$ cat config.mk
export PLATFORM = sky130hd
export DESIGN_NAME = ptr_seq
export DESIGN_NICKNAME = d
export VERILOG_FILES = /design/src/core/ptr_seq.v /design/src/core/ptr_timer.v
export VERILOG_INCLUDE_DIRS = /design/src /design/src/core
export SDC_FILE = /design/constraint.sdc
export NUM_CORES = 1
export LEC_CHECK = 0
export ABC_AREA = 1
export BUFFER_PORTS_ARGS = -buffer_cell sky130_fd_sc_hd__buf_2
export CAP_MARGIN = 40
export CORE_MARGIN = 2
export CORE_UTILIZATION = 41
export DETAILED_ROUTE_END_ITERATION = 8
export HOLD_SLACK_MARGIN = 0.12
export SKIP_LAST_GASP = 1
export SYNTH_ARGS = -nofsm -noshare
export SYNTH_HDL_FRONTEND = slang
export SYNTH_HIERARCHICAL = 1
export SYNTH_SLANG_ARGS = --single-unit
$ cat constraint.sdc
create_clock -name clock_i -period 3.1 [get_ports clock_i]
set_clock_uncertainty 0.1 [all_clocks]
set_input_delay 0.155 -clock clock_i [delete_from_list [all_inputs] [get_ports clock_i]]
set_output_delay 0.155 -clock clock_i [all_outputs]
set_load 0.05 [all_outputs]
$ cat src/core/ptr_defs.vh
`ifndef PTR_DEFS_VH
`define PTR_DEFS_VH
// ----------------------------------------
// timing
// ----------------------------------------
// recalibration interval in ms
`define PTR_INTERVAL_MS 500
// clock rate in kHz (40 MHz)
`define PTR_CLK_KHZ 40000
// interval in cycles: ms * kHz
`define PTR_INTERVAL_CYC (`PTR_INTERVAL_MS * `PTR_CLK_KHZ)
// code-word load time, longest figure in ns
`define PTR_LOAD_NS 100
// automatic exit arming time in ns
`define PTR_ARM_NS 100
// clock period in ns
`define PTR_CLK_NS 25
// least times round up
`define PTR_LOAD_CYC ((`PTR_LOAD_NS + `PTR_CLK_NS - 1) / `PTR_CLK_NS)
`define PTR_ARM_CYC ((`PTR_ARM_NS + `PTR_CLK_NS - 1) / `PTR_CLK_NS)
// self-refresh entry, memory clocks
`define PTR_SR_ENTRY_CYC 25
// dll relock wait, memory clocks
`define PTR_RELOCK_CYC 1000
// ----------------------------------------
// code word
// ----------------------------------------
`define PTR_CODE_W 8
`define PTR_CODE_RST 8'h00
`endif

$ cat src/core/ptr_seq.v
`include "ptr_defs.vh"
`default_nettype none
// How it works
// - recompute codes every 500 ms when enabled
// - measure only on reference resistor pin
// - apply later codes only during self-refresh; the first goes in at configuration
// - update buffers right after self-refresh entry
// - stay in self-refresh until update and traffic
// - calibration schedule continues in self-refresh only while waiting for traffic
// - exit self-refresh with zq short calibration
// - release traffic after dll relock wait
// - disabled means one calibration at configuration
// - active only when all qualifiers hold
// - entry flushes, precharges, issues self-refresh
// - load new code words, 50-100 ns
// - wait unbounded for user read or write
module ptr_seq #(
	parameter INTERVAL_CYC = `PTR_INTERVAL_CYC,
	parameter RELOCK_CYC = `PTR_RELOCK_CYC,
	parameter CW = `PTR_CODE_W
) (
	// clock and reset
	input wire clock_i,
	input wire rst_i,
	// configuration straps
	input wire enable_i,
	input wire qualified_i,
	// reference resistor calibration engine
	output reg cal_start_o,
	input wire cal_done_i,
	input wire [CW-1:0] cal_code_i,
	// controller handshake
	output reg sr_enter_o,
	input wire sr_entered_i,
	input wire clocks_stopped_i,
	output reg sr_exit_o,
	output reg zqcs_o,
	// user traffic
	input wire user_req_i,
	output reg user_ready_o,
	// buffer termination
	output reg [CW-1:0] buf_code_o,
	output reg busy_o
);
	// ----------------------------------------
	// states
	// ----------------------------------------
	localparam [3:0] S_CFG = 4'h0; // configuration calibration
	localparam [3:0] S_RUN = 4'h1; // traffic running
	localparam [3:0] S_ENTER = 4'h2; // entering self-refresh
	localparam [3:0] S_LOAD = 4'h3; // loading code words
	localparam [3:0] S_ARM = 4'h4; // arming automatic exit
	localparam [3:0] S_WAIT = 4'h5; // waiting for user traffic
	localparam [3:0] S_RELOCK = 4'h6; // dll relock
	localparam [3:0] S_IDLE = 4'h7; // single-shot mode done
	localparam [31:0] LOAD_CYC = `PTR_LOAD_CYC;
	localparam [31:0] ARM_CYC = `PTR_ARM_CYC;
	reg [3:0] st_q; // sequencer state
	reg [CW-1:0] new_code_q; // measured, not yet applied
	reg pend_q; // new code awaiting apply
	reg cal_busy_q; // measurement running
	reg [31:0] iv_q; // interval counter
	reg cfg_done_q; // first calibration seen
	reg en_q; // enable and qualifiers latched
	reg t_load; // step timer load
	reg [31:0] t_val; // step timer value
	wire t_done; // step timer expired
	reg [31:0] st_cnt_q; // small step counter
	// step timer for relock wait
	ptr_timer #(.W(32)) u_tmr (
		.clock_i(clock_i),
		.rst_i(rst_i),
		.load_i(t_load),
		.value_i(t_val),
		.done_o(t_done)
	);
	// ----------------------------------------
	// qualifier latch
	// ----------------------------------------
	// straps sampled by a clocked process, never in reset branch
	always @(posedge clock_i or posedge rst_i) begin
		if (rst_i) begin
			en_q <= 1'b0;
		end else begin
			en_q <= enable_i & qualified_i;
		end
	end
	// ----------------------------------------
	// measurement and interval
	// ----------------------------------------
	// calibration runs beside the buffer update path, its interval gated by that path's state
	always @(posedge clock_i or posedge rst_i) begin
		if (rst_i) begin
			cal_start_o <= 1'b0;
			cal_busy_q <= 1'b0;
			iv_q <= 32'h0000_0000;
			new_code_q <= `PTR_CODE_RST;
			pend_q <= 1'b0;
			cfg_done_q <= 1'b0;
		end else begin
			cal_start_o <= 1'b0;
			// consumed by the load step; a result landing in the same cycle wins
			if (st_q == S_LOAD && st_cnt_q == 32'h0000_0000)
				pend_q <= 1'b0;
			if (!cfg_done_q && !cal_busy_q) begin
				cal_start_o <= 1'b1;
				cal_busy_q <= 1'b1;
			end else if (cal_busy_q) begin
				if (cal_done_i) begin
					// only the resistor pin, traffic untouched
					cal_busy_q <= 1'b0;
					new_code_q <= cal_code_i;
					cfg_done_q <= 1'b1;
					// configuration code goes straight in, later ones queue
					pend_q <= cfg_done_q;
					iv_q <= 32'h0000_0000;
				end
			end else if (en_q && !pend_q && (st_q == S_RUN || st_q == S_WAIT)) begin
				// no new cycle while update outstanding
				if (iv_q >= INTERVAL_CYC - 1) begin
					cal_start_o <= 1'b1;
					cal_busy_q <= 1'b1;
				end else begin
					iv_q <= iv_q + 32'h0000_0001;
				end
			end
		end
	end
	// ----------------------------------------
	// update sequencer
	// ----------------------------------------
	always @* begin
		t_load = 1'b0;
		t_val = RELOCK_CYC;
		if (st_q == S_WAIT && user_req_i)
			t_load = 1'b1;
	end
	always @(posedge clock_i or posedge rst_i) begin
		if (rst_i) begin
			st_q <= S_CFG;
			st_cnt_q <= 32'h0000_0000;
			sr_enter_o <= 1'b0;
			sr_exit_o <= 1'b0;
			zqcs_o <= 1'b0;
			user_ready_o <= 1'b0;
			buf_code_o <= `PTR_CODE_RST;
			busy_o <= 1'b1;
		end else begin
			sr_exit_o <= 1'b0;
			zqcs_o <= 1'b0;
			case (st_q)
			S_CFG: begin
				// initial code applied one cycle before traffic is let in
				if (cfg_done_q) begin
					if (st_cnt_q == 32'h0000_0000) begin
						// buffers settle first, traffic still gated
						buf_code_o <= new_code_q;
						st_cnt_q <= 32'h0000_0001;
					end else begin
						st_cnt_q <= 32'h0000_0000;
						user_ready_o <= 1'b1;
						busy_o <= 1'b0;
						st_q <= en_q ? S_RUN : S_IDLE;
					end
				end
			end
			S_RUN: begin
				if (!en_q) begin
					st_q <= S_IDLE;
				end else if (pend_q) begin
					sr_enter_o <= 1'b1;
					user_ready_o <= 1'b0;
					busy_o <= 1'b1;
					st_q <= S_ENTER;
				end
			end
			S_ENTER: begin
				// update as soon as entry confirmed
				if (sr_entered_i && clocks_stopped_i) begin
					st_cnt_q <= 32'h0000_0000;
					st_q <= S_LOAD;
				end
			end
			S_LOAD: begin
				// code load takes the longest figure
				buf_code_o <= new_code_q;
				if (st_cnt_q >= LOAD_CYC - 1) begin
					st_cnt_q <= 32'h0000_0000;
					st_q <= S_ARM;
				end else begin
					st_cnt_q <= st_cnt_q + 32'h0000_0001;
				end
			end
			S_ARM: begin
				// automatic exit armed after this step
				if (st_cnt_q >= ARM_CYC - 1) begin
					st_cnt_q <= 32'h0000_0000;
					busy_o <= 1'b0;
					st_q <= S_WAIT;
				end else begin
					st_cnt_q <= st_cnt_q + 32'h0000_0001;
				end
			end
			S_WAIT: begin
				// held until update done and traffic
				if (user_req_i) begin
					sr_exit_o <= 1'b1;
					zqcs_o <= 1'b1;
					sr_enter_o <= 1'b0;
					busy_o <= 1'b1;
					st_q <= S_RELOCK;
				end
			end
			S_RELOCK: begin
				if (t_done) begin
					user_ready_o <= 1'b1;
					busy_o <= 1'b0;
					st_q <= S_RUN;
				end
			end
			S_IDLE: begin
				// single-shot mode, no later updates
				user_ready_o <= 1'b1;
				busy_o <= 1'b0;
			end
			default: begin
				st_q <= S_CFG;
			end
			endcase
		end
	end
endmodule
`default_nettype wire

$ cat src/core/ptr_timer.v
`default_nettype none
// ----------------------------------------
// down counter with done pulse
// ----------------------------------------
module ptr_timer #(
	parameter W = 32
) (
	// clock and reset
	input wire clock_i,
	input wire rst_i,
	// control
	input wire load_i,
	input wire [W-1:0] value_i,
	// status
	output reg done_o
);
	reg [W-1:0] cnt_q; // remaining cycles
	reg run_q; // counting
	// count down from load, pulse on reaching one
	always @(posedge clock_i or posedge rst_i) begin
		if (rst_i) begin
			cnt_q <= {W{1'b0}};
			run_q <= 1'b0;
			done_o <= 1'b0;
		end else begin
			done_o <= 1'b0;
			if (load_i) begin
				// reload wins over a running count
				cnt_q <= value_i;
				run_q <= 1'b1;
			end else if (run_q) begin
				if (cnt_q <= {{(W-1){1'b0}}, 1'b1}) begin
					run_q <= 1'b0;
					done_o <= 1'b1;
				end else begin
					cnt_q <= cnt_q - {{(W-1){1'b0}}, 1'b1};
				end
			end
		end
	end
endmodule
`default_nettype wire

==> Word-level counts from Yosys, hierarchy flattened <==
Cells that the tools add are included.
{ "op_classes": {"muxes": 62, "reduce_logical": 29, "n_eq_ne": 21, "n_lt_le_gt_ge": 3, "add_sub_neg": 3, "bitwise": 3} }
{ "op_table": {"columns": ["cell", "n"], "rows": [
  ["$mux W32", 10],
  ["$pmux W32 S3", 1],
  ["$add A32 B1 Y32 const B", 2],
  ["$mux W4", 9],
  ["$mux W1", 34],
  ["$ge A32 B2 Y1 const B", 1],
  ["$ge A32 B25 Y1 const B", 1],
  ["$le A32 B1 Y1 const B", 1],
  ["$logic_not A32 Y1", 1],
  ["$pmux W4 S8", 1],
  ["$sub A32 B1 Y32 const B", 1],
  ["$ne A2 B2 Y1 const B", 11],
  ["$eq A4 B3 Y1 const B", 4],
  ["$mux W8", 2],
  ["$pmux W8 S2", 1],
  ["$reduce_and A3 Y1", 3],
  ["$reduce_and A9 Y1", 1],
  ["$eq A4 B2 Y1 const B", 2],
  ["$reduce_and A4 Y1", 2],
  ["$reduce_and A8 Y1", 1],
  ["$reduce_bool A2 Y1", 4],
  ["$logic_and A1 B1 Y1", 6],
  ["$pmux W1 S6", 1],
  ["$reduce_and A6 Y1", 1],
  ["other kinds (16)", 20]
]} }
{ "word_totals": {"out_inout_bits": 14, "reg_bits": 127} }

==> Depth between registers and ports, before layout <==
Gate-level depths: netlist of the first run.
{ "logic_depth": {"ltp_word": 6, "mapped_depth": 13} }

==> Hierarchy <==
Netlist of the first run, hierarchy kept.
{ "modules_own_cells": {"columns": ["mod", "area_per_inst_um2", "cells_each", "seq_area_each_um2", "instances"], "rows": [
  ["ptr_seq", 4898.4, 673, 2303.5, 1],
  ["ptr_timer", 2449.8, 369, 850.8, 1]
]} }

==> Worst setup path after synthesis of the first run <==
OpenSTA, ideal clock, no wires.
{ "synth_path": {"path_kind": "register to register", "start": "register st_q[1]", "end": "register u_tmr.cnt_q[26]", "setup_ps": 113, "stages_incl_launch_ff": 14, "synth_period_minus_slack_ps": 2042, "setup_slack_ps": 1058, "path_buffers": 2, "arrival_time_ps": 1829, "path_cell_list": "dfrtp_1 -> buf_6 -> inv_2 -> nand2_2 -> nor2_1 -> inv_1 -> nor2_1 -> clkbuf_1 -> clkinv_1 -> or2_2 -> nand2_1 -> nand2_1 -> nand2_1 -> inv_1"} }
{ "synth_between": {"elab_chain_len": 5, "word_cells_on_any_way": 7, "classes_between": "2 x eq/ne; 2 x mux; 3 x reduce/logical"} }
{ "synth_lines": {"columns": ["item", "line", "text"], "rows": [
  ["from (decl)", "ptr_seq.v:58", "reg [3:0] st_q;"],
  ["from (signal assigned)", "ptr_seq.v:163", "st_q <= en_q ? S_RUN : S_IDLE;"],
  ["$eq A4 B3 Y1 (*)", "ptr_seq.v:135", "if (st_q == S_WAIT && user_req_i)"],
  ["$logic_and A1 B1 Y1 (*)", "ptr_seq.v:135", null],
  ["$mux W1 (*)", "ptr_seq.v:135", null],
  ["via t_load", "ptr_seq.v:65", "reg t_load;"],
  ["$ne A2 B2 Y1 (no source line) or $reduce_bool A2 Y1 (tied branches)", null, null],
  ["$reduce_and A2 Y1 (no source line)", null, null],
  ["to (signal assigned)", "ptr_timer.v:22", "cnt_q <= {W{1'b0}};"],
  ["to (signal assigned)", "ptr_timer.v:29", "cnt_q <= value_i;"],
  ["to (signal assigned)", "ptr_timer.v:36", "cnt_q <= cnt_q - {{(W-1){1'b0}}, 1'b1};"],
  ["to (decl)", "ptr_timer.v:17", "reg [W-1:0] cnt_q;"]
]} }
Mark *: on every way through the listed nets, which the timed path passes. The rest lies on a longest branch.
A chain may end at the register's enable or synchronous reset.

==> Final worst setup path of the first run <==
{ "layout_path": {"start": "register iv_q[0]", "end": "register iv_q[5]"} }
{ "layout_between": {"elab_chain_len": 4, "word_cells_on_any_way": 7, "classes_between": "1 x add/sub; 1 x order compare; 1 x eq/ne; 3 x mux; 1 x reduce/logical"} }
{ "layout_lines": {"columns": ["item", "line", "text"], "rows": [
  ["from (decl)", "ptr_seq.v:62", "reg [31:0] iv_q;"],
  ["from (signal assigned)", "ptr_seq.v:124", "iv_q <= iv_q + 32'h0000_0001;"],
  ["$add A32 B1 Y32", "ptr_seq.v:124", null],
  ["$mux W32", "ptr_seq.v:120", "if (iv_q >= INTERVAL_CYC - 1) begin"],
  ["$mux W32", "ptr_seq.v:118", "end else if (en_q && !pend_q && (st_q == S_RUN || st_q == S_WAIT)) begin"],
  ["$mux W32", "ptr_seq.v:108", "end else if (cal_busy_q) begin"]
]} }
Several ways; a longest one is shown, not always the timed one. The select of a mux whose other input is x is not followed.

==> impl_metrics.py, run 1 <==
metrics = {
    "final_layout": {
        "fin_util_pct": 48.6,
        "antenna_cells": 0,
        "final_nets": 1135,
        "nFillCells": 1784,
        "layout_common_cells": "nand2_1 (376), nor2_1 (173), dfrtp_1 (125), nand3_1 (95), inv_1 (92)",
        "areaGrowthSynthToFinish_pct": 15.3,
        "final_common_cell": "nand2_1",
        "drive_gt1_share_pct": 10.7,
    },
    "synthesis": {
        "syn_avg_cell_area_um2": 7.05,
        "syn-instance-count": 1042,
        "synth-warning-count": 6,
        "ys_seq_elements": 126,
        "yosysUniqueCellTypes": 40,
        "synth.yosys.seq_area_share_pct": 42.9,
        "syn_area_um2": 7350,
    },
    "clocking": {
        "worst_skew_pair.late_latency_ns": 0.42,
        "clkSinkCount": 126,
        "postCtsHoldBufs": 12,
        "root_buffer": "clkbuf_16",
        "cts_tree": "yes",
        "cts_made_buffers": 17,
        "post-cts-setup-buffers": 0,
        "cts.clk_slew.worst_paths_ns": 0.06,
        "cts.path.max_buffers": 2,
        "cts.htree.levels": 4,
        "ctsResizeCount": 0,
    },
    "grt": {
        "grt_max_degree": 64,
        "grt_usage_pct": 18.7,
        "grt_pass1_vias": 5966,
        "overflow": 0,
        "antenna_found_initial": 0,
        "grt_pass1_wl_um": 28200,
    },
    "place": {
        "gp_congestion": 0.859,
        "hpwlAfterDp_um": 11600,
        "port_buffers": 29,
    },
    "floorplan": {
        "coreArea_um2": 17400,
        "dieArea_um2": 19000,
        "initial_core_util_pct": 42.2,
        "pin_count": 30,
        "die_y_um": 138,
        "rows": 48,
        "die_w_um": 138,
    },
    "timing": {
        "hold_violations": 0,
        "max_freq_mhz": 426,
        "post-route-min-period_ns": 2.35,
        "drv_slew": 0,
        "max_slew_margin_pct": 47.1,
        "holdWs_ns": 0.278,
        "period_share_pct": 75.7,
        "tightest_slew_ns": 0.794,
        "rsz0062_at_grt": "no",
        "setup_viol": 0,
        "tns_ns": 0,
    },
    "flow_run": {
        "maxCapViolCount": 0,
    },
    "routing": {
        "avgRoutedWirePerCell_um": 12.1,
        "drt-initial-drc-count": 401,
        "drt_pass1_iterations": 5,
        "antenna_left": 0,
        "wirelength_um": 16400,
        "via_per_inst": 4.65,
        "vias": 6283,
        "drc": 0,
    },
    "hold_path": {
        "hold_class": "primary input to flip-flop",
        "min_from": "clocks_stopped_i",
    },
    "power": {
        "sw_frac_of_total_pct": 40.0,
        "power_frac_clock_pct": 29.5,
        "p_seq_share_pct": 36.7,
        "power_w": 0.00652,
        "switching_power_w": 0.00261,
        "p_int_w": 0.00391,
        "total_leakage_power_nw": 4.50,
        "combinationalPowerShare_pct": 33.7,
        "p_per_area_nw_per_um2": 769,
        "peakVddDrop_v": 0.000488,
    },
    "outcome": {
        "status": "finished, final reports clean",
    },
    "critical_path": {
        "start_kind": "flip-flop",
        "crit_start": "iv_q[0]$_DFFE_PP0P_",
        "endpoint_kind": "flip-flop",
        "r2r-start": "iv_q[0]$_DFFE_PP0P_",
        "cp_data_arrival_time_ns": 2.60,
        "cp_max_fo": 31,
        "crit_type": "flip-flop to flip-flop",
        "required_ns": 3.35,
    },
}
[final cells by class]
type / instances / area [um2] / share of cell area, %
Clock buffer: 21 / 470 / 5.55
Clock inverter: 11 / 108 / 1.27
Tap cell: 225 / 282 / 3.32
Timing Repair Buffer: 53 / 368 / 4.34
Multi-Input combinational cell: 814 / 3700 / 43.7
Sequential cell: 126 / 3150 / 37.2
Inverter: 102 / 388 / 4.58
[sequential cells by signal, indices dropped and copies added (netlist names)]
signal / flops
en_q: 1
cal_busy_q: 1
user_ready_o: 1
iv_q: 32
busy_o: 1
new_code_q: 8
sr_enter_o: 1
cal_start_o: 1
pend_q: 1
u_tmr/cnt_q: 32
zqcs_o: 1
u_tmr/done_o: 1
cfg_done_q: 1
st_cnt_q: 32
u_tmr/run_q: 1
buf_code_o: 8
st_q: 3
[metal layers]
layer	wire length (um)	GRT usage (%)	vias to the layer above
met3	539	3.33	14
met2	7350	30.1	100
li1	-	-	3325
met5	0	0	-
met1	8330	25.4	2844
met4	157	6.35	0
[power by group through the flow]
stage | sequential, W | combinational [W] | clock [W]
after detailed placement | 0.00241 | 0.00220 | 0
after global routing | 0.00245 | 0.00254 | 0.00205
after CTS | 0.00239 | 0.00221 | 0.00199
after global placement | 0.00241 | 0.00217 | 0
after floorplan | 0.00250 | 0.00163 | 0
final | 0.00239 | 0.00220 | 0.00193
[cell families after synthesis]
family,share of synthesized area [%]
compound gates,3.85
simple gates,40.1
flops,42.9
xor+xnor,3.93
fa+ha+maj,0.851
other cells,0.102
buf+inv,8.24
[path summary, 6_finish.rpt]
check                                                  end  slack, ns  depth (start not counted)
worst min-delay path                   st_q[0]$_DFFE_PP0P_       0.28                          7
worst max-delay path                   iv_q[5]$_DFFE_PP0P_       0.75                         12
worst min register to register       cal_start_o$_DFF_PP0_       0.36                          1
worst max register to register         iv_q[5]$_DFFE_PP0P_       0.75                         12
max in group asynchronous        new_code_q[1]$_DFFE_PP0P_       1.81                          4
min in group asynchronous       u_tmr/cnt_q[2]$_DFFE_PP0P_       0.30                          3
[worst max-delay path, cell delays in order (launching register included)]
cell      delay (ns)
dfrtp_1         0.45
ha_1            0.28
nand2_2         0.11
nor2_4          0.05
nand2_4         0.09
clkinv_2        0.06
nand2_1         0.06
nand2_1         0.06
nand2_2         0.10
nand3_4         0.27
nand2_4         0.45
nand2_1         0.10
nand2_1         0.08
[metrics by stage]
step                      std cells  setup slack (ns)  instance area (um2)
final                          1352             0.753                 8470
after global routing           1352             0.499                 8470
after CTS                      1352             0.730                 8470
after detailed placement       1308             0.733                 7770
after global placement         1308             0.827                 7770
after floorplan                1072             0.455                 7460
[synth_stat cells, drive strengths merged]
library cell  count  area share (%)
a21boi           16             1.6
a21oi             5            0.39
and2              1           0.085
buf              20             2.1
clkbuf            9            0.73
clkinv            4            0.24
conb              2            0.10
dfrtp           125              43
dfstp             1            0.36
dlygate4sd1       1            0.12
ha                5            0.85
inv              98             5.0
nand2           393              21
nand3            97             6.9
nand3b            2            0.20
nand4            11            0.94
nor2            187              10
nor3              8            0.68
o211ai            2            0.20
o21ai            14             1.1
o21bai            5            0.51
or2               3            0.26
xnor2            18             2.1
xor2             15             1.8
(Power assumes the default switching activity.)
==> inputs of run 2 (changes only) <==
Clock period 3.1 ns to 1.9 ns, I/O delays scaled along.
==> run 2 against run 1 <==
Worst hold slack worse by 0.13 ns. Sequential cell count stayed put. Maximum frequency grew 31%. Core utilization up 3.4 points. Setup slack got worse by 0.64 ns. Design area is 7.1% higher. Power up 79%. Combinational power is 110% higher. Non-clock buffer count is 53 higher. Critical endpoint is now u_tmr/cnt_q[31]$_DFFE_PP0P_. Largest cell class unchanged.
==> impl_metrics.py, run 2 (synthesis gave the netlist of run 1 again) <==
metrics = {
    "timing": {
        "tns_ns": 0,
        "max_slew_margin_pct": 57.5,
        "setup_viol": 0,
        "post-route-min-period_ns": 1.79,
        "hold_violations": 0,
        "layout_setup_ws_ns": 0.110,
        "drv_slew": 0,
        "tightest_slew_ns": 0.637,
        "rsz0062_at_grt": "yes",
        "period_share_pct": 94.2,
        "max_freq_mhz": 559,
    },
    "place": {
        "gp_congestion": 0.913,
        "port_buffers": 29,
        "hpwlAfterDp_um": 11700,
        "pre_cts_slack_ns": -0.00709,
    },
    "routing": {
        "avgRoutedWirePerCell_um": 11.9,
        "drt_pass1_iterations": 5,
        "drc": 0,
        "antenna_left": 0,
        "drt-initial-drc-count": 467,
        "via_per_inst": 4.61,
        "wirelength_um": 16800,
        "vias": 6474,
    },
    "critical_path": {
        "start_kind": "flip-flop",
        "cp_max_fo": 7,
        "r2r_cells": 10,
        "required_ns": 2.15,
        "endpoint_kind": "flip-flop",
        "timing.rr.end": "u_tmr/cnt_q[31]$_DFFE_PP0P_",
        "r2r_slack_ns": 0.11,
        "r2r-start": "u_tmr/cnt_q[0]$_DFFE_PP0P_",
        "crit_start": "u_tmr/cnt_q[0]$_DFFE_PP0P_",
        "crit_type": "flip-flop to flip-flop",
        "cp_data_arrival_time_ns": 2.04,
    },
    "power": {
        "peakVddDrop_v": 0.000951,
        "power_w": 0.0117,
        "p_per_area_nw_per_um2": 1290,
        "total_leakage_power_nw": 4.81,
    },
    "grt": {
        "grt_max_degree": 40,
        "grt_pass1_wl_um": 29300,
        "grt_pass1_vias": 6146,
        "overflow": 0,
        "antenna_found_initial": 0,
        "grt_usage_pct": 19.2,
    },
    "floorplan": {
        "die_y_um": 138,
        "die_w_um": 138,
        "dieArea_um2": 19000,
        "coreArea_um2": 17400,
        "initial_core_util_pct": 42.2,
        "pin_count": 30,
        "rows": 48,
    },
    "final_layout": {
        "top_regs": "iv_q: 32 flops, st_cnt_q: 32 flops, u_tmr/cnt_q: 32 flops",
        "final_nets": 1188,
        "fin_util_pct": 52.1,
        "final_common_cell": "nand2_1",
        "layout_common_cells": "nand2_1 (374), nor2_1 (164), dfrtp_1 (125), nand3_1 (95), inv_1 (92)",
        "areaGrowthSynthToFinish_pct": 23.4,
        "drive_gt1_share_pct": 16.0,
        "antenna_cells": 0,
    },
    "clocking": {
        "cts.clk_slew.worst_paths_ns": 0.06,
        "cts.htree.levels": 4,
        "root_buffer": "clkbuf_16",
        "cts_made_buffers": 17,
        "clkSinkCount": 126,
        "cts_tree": "yes",
        "cts.path.max_buffers": 2,
        "worst_skew_pair.late_latency_ns": 0.42,
    },
    "hold_path": {
        "min_path_cells": 6,
        "hold_class": "primary input to flip-flop",
        "min_from": "user_req_i",
        "min_to": "u_tmr/done_o$_DFF_PP0_",
    },
    "outcome": {
        "status": "finished, final reports clean",
    },
    "flow_run": {
        "maxCapViolCount": 0,
    },
}
run 2: through the flow:
step / hold WS (ns) / std cells / area, um2
2_1_floorplan: 0.0947 / 1072 / 7470
3_3_place_gp: 0.119 / 1355 / 8220
3_5_place_dp: 0.119 / 1355 / 8220
4_1_cts: 0.153 / 1399 / 8960
5_1_grt: 0.167 / 1405 / 9070
6_report: 0.148 / 1405 / 9070
run 2: layer usage:
metal | routed length, um | part of all wire (%) | GRT usage (%)
met3 | 614 | 3.7 | 4.39
met2 | 7540 | 45 | 31.2
met1 | 8430 | 50 | 26.1
met4 | 172 | 1.0 | 4.71
met5 | 0 | 0 | 0
run 2: worst max-delay path: stages, from the launching register on:
cell	delay [ns]
dfrtp_1	0.41
inv_1	0.09
buf_4	0.11
nand2_1	0.11
nor2_1	0.13
buf_4	0.16
nand2_1	0.14
nor2_1	0.20
xor2_1	0.16
nand2_1	0.06
nand3_1	0.06
run 2: where the power goes:
| group | internal [W] | switching [W] |
|---|---|---|
| combinational | 0.00178 | 0.00279 |
| sequential | 0.00327 | 0.000442 |
| clock | 0.00212 | 0.00129 |
run 2: timing repair:
item | 4_1_cts | 5_1_grt
hold buffers | 12 | 0
setup endpoints to repair | 2 | 73
pin swaps | 0 | 3
buffers inserted | 0 | 6
resized for setup | 1 | 22
endpoints found under the hold margin | 136 | 0
run 2: area by class of cell:
cell class / instances / area, um2
flip-flops and latches: 126 / 3150
fillers: 1704 / 8350
multi-input cells: 814 / 3770
inverters: 102 / 390
well taps: 225 / 282
clock inverters: 14 / 183
repair buffers: 106 / 857
clock buffers: 18 / 439
run 2: worst max-delay path by stage:
stage                                        to  slack (ns)  depth (start not counted)
finish              u_tmr/cnt_q[31]$_DFFE_PP0P_        0.11                         10
global route        u_tmr/cnt_q[15]$_DFFE_PP0P_       -0.03                         10
CTS                 u_tmr/cnt_q[20]$_DFFE_PP0P_       -0.01                         11
detailed placement  u_tmr/cnt_q[14]$_DFFE_PP0P_      -0.007                          8
global placement    u_tmr/cnt_q[18]$_DFFE_PP0P_      -0.003                         11
floorplan           u_tmr/cnt_q[26]$_DFFE_PP0P_        0.04                         13
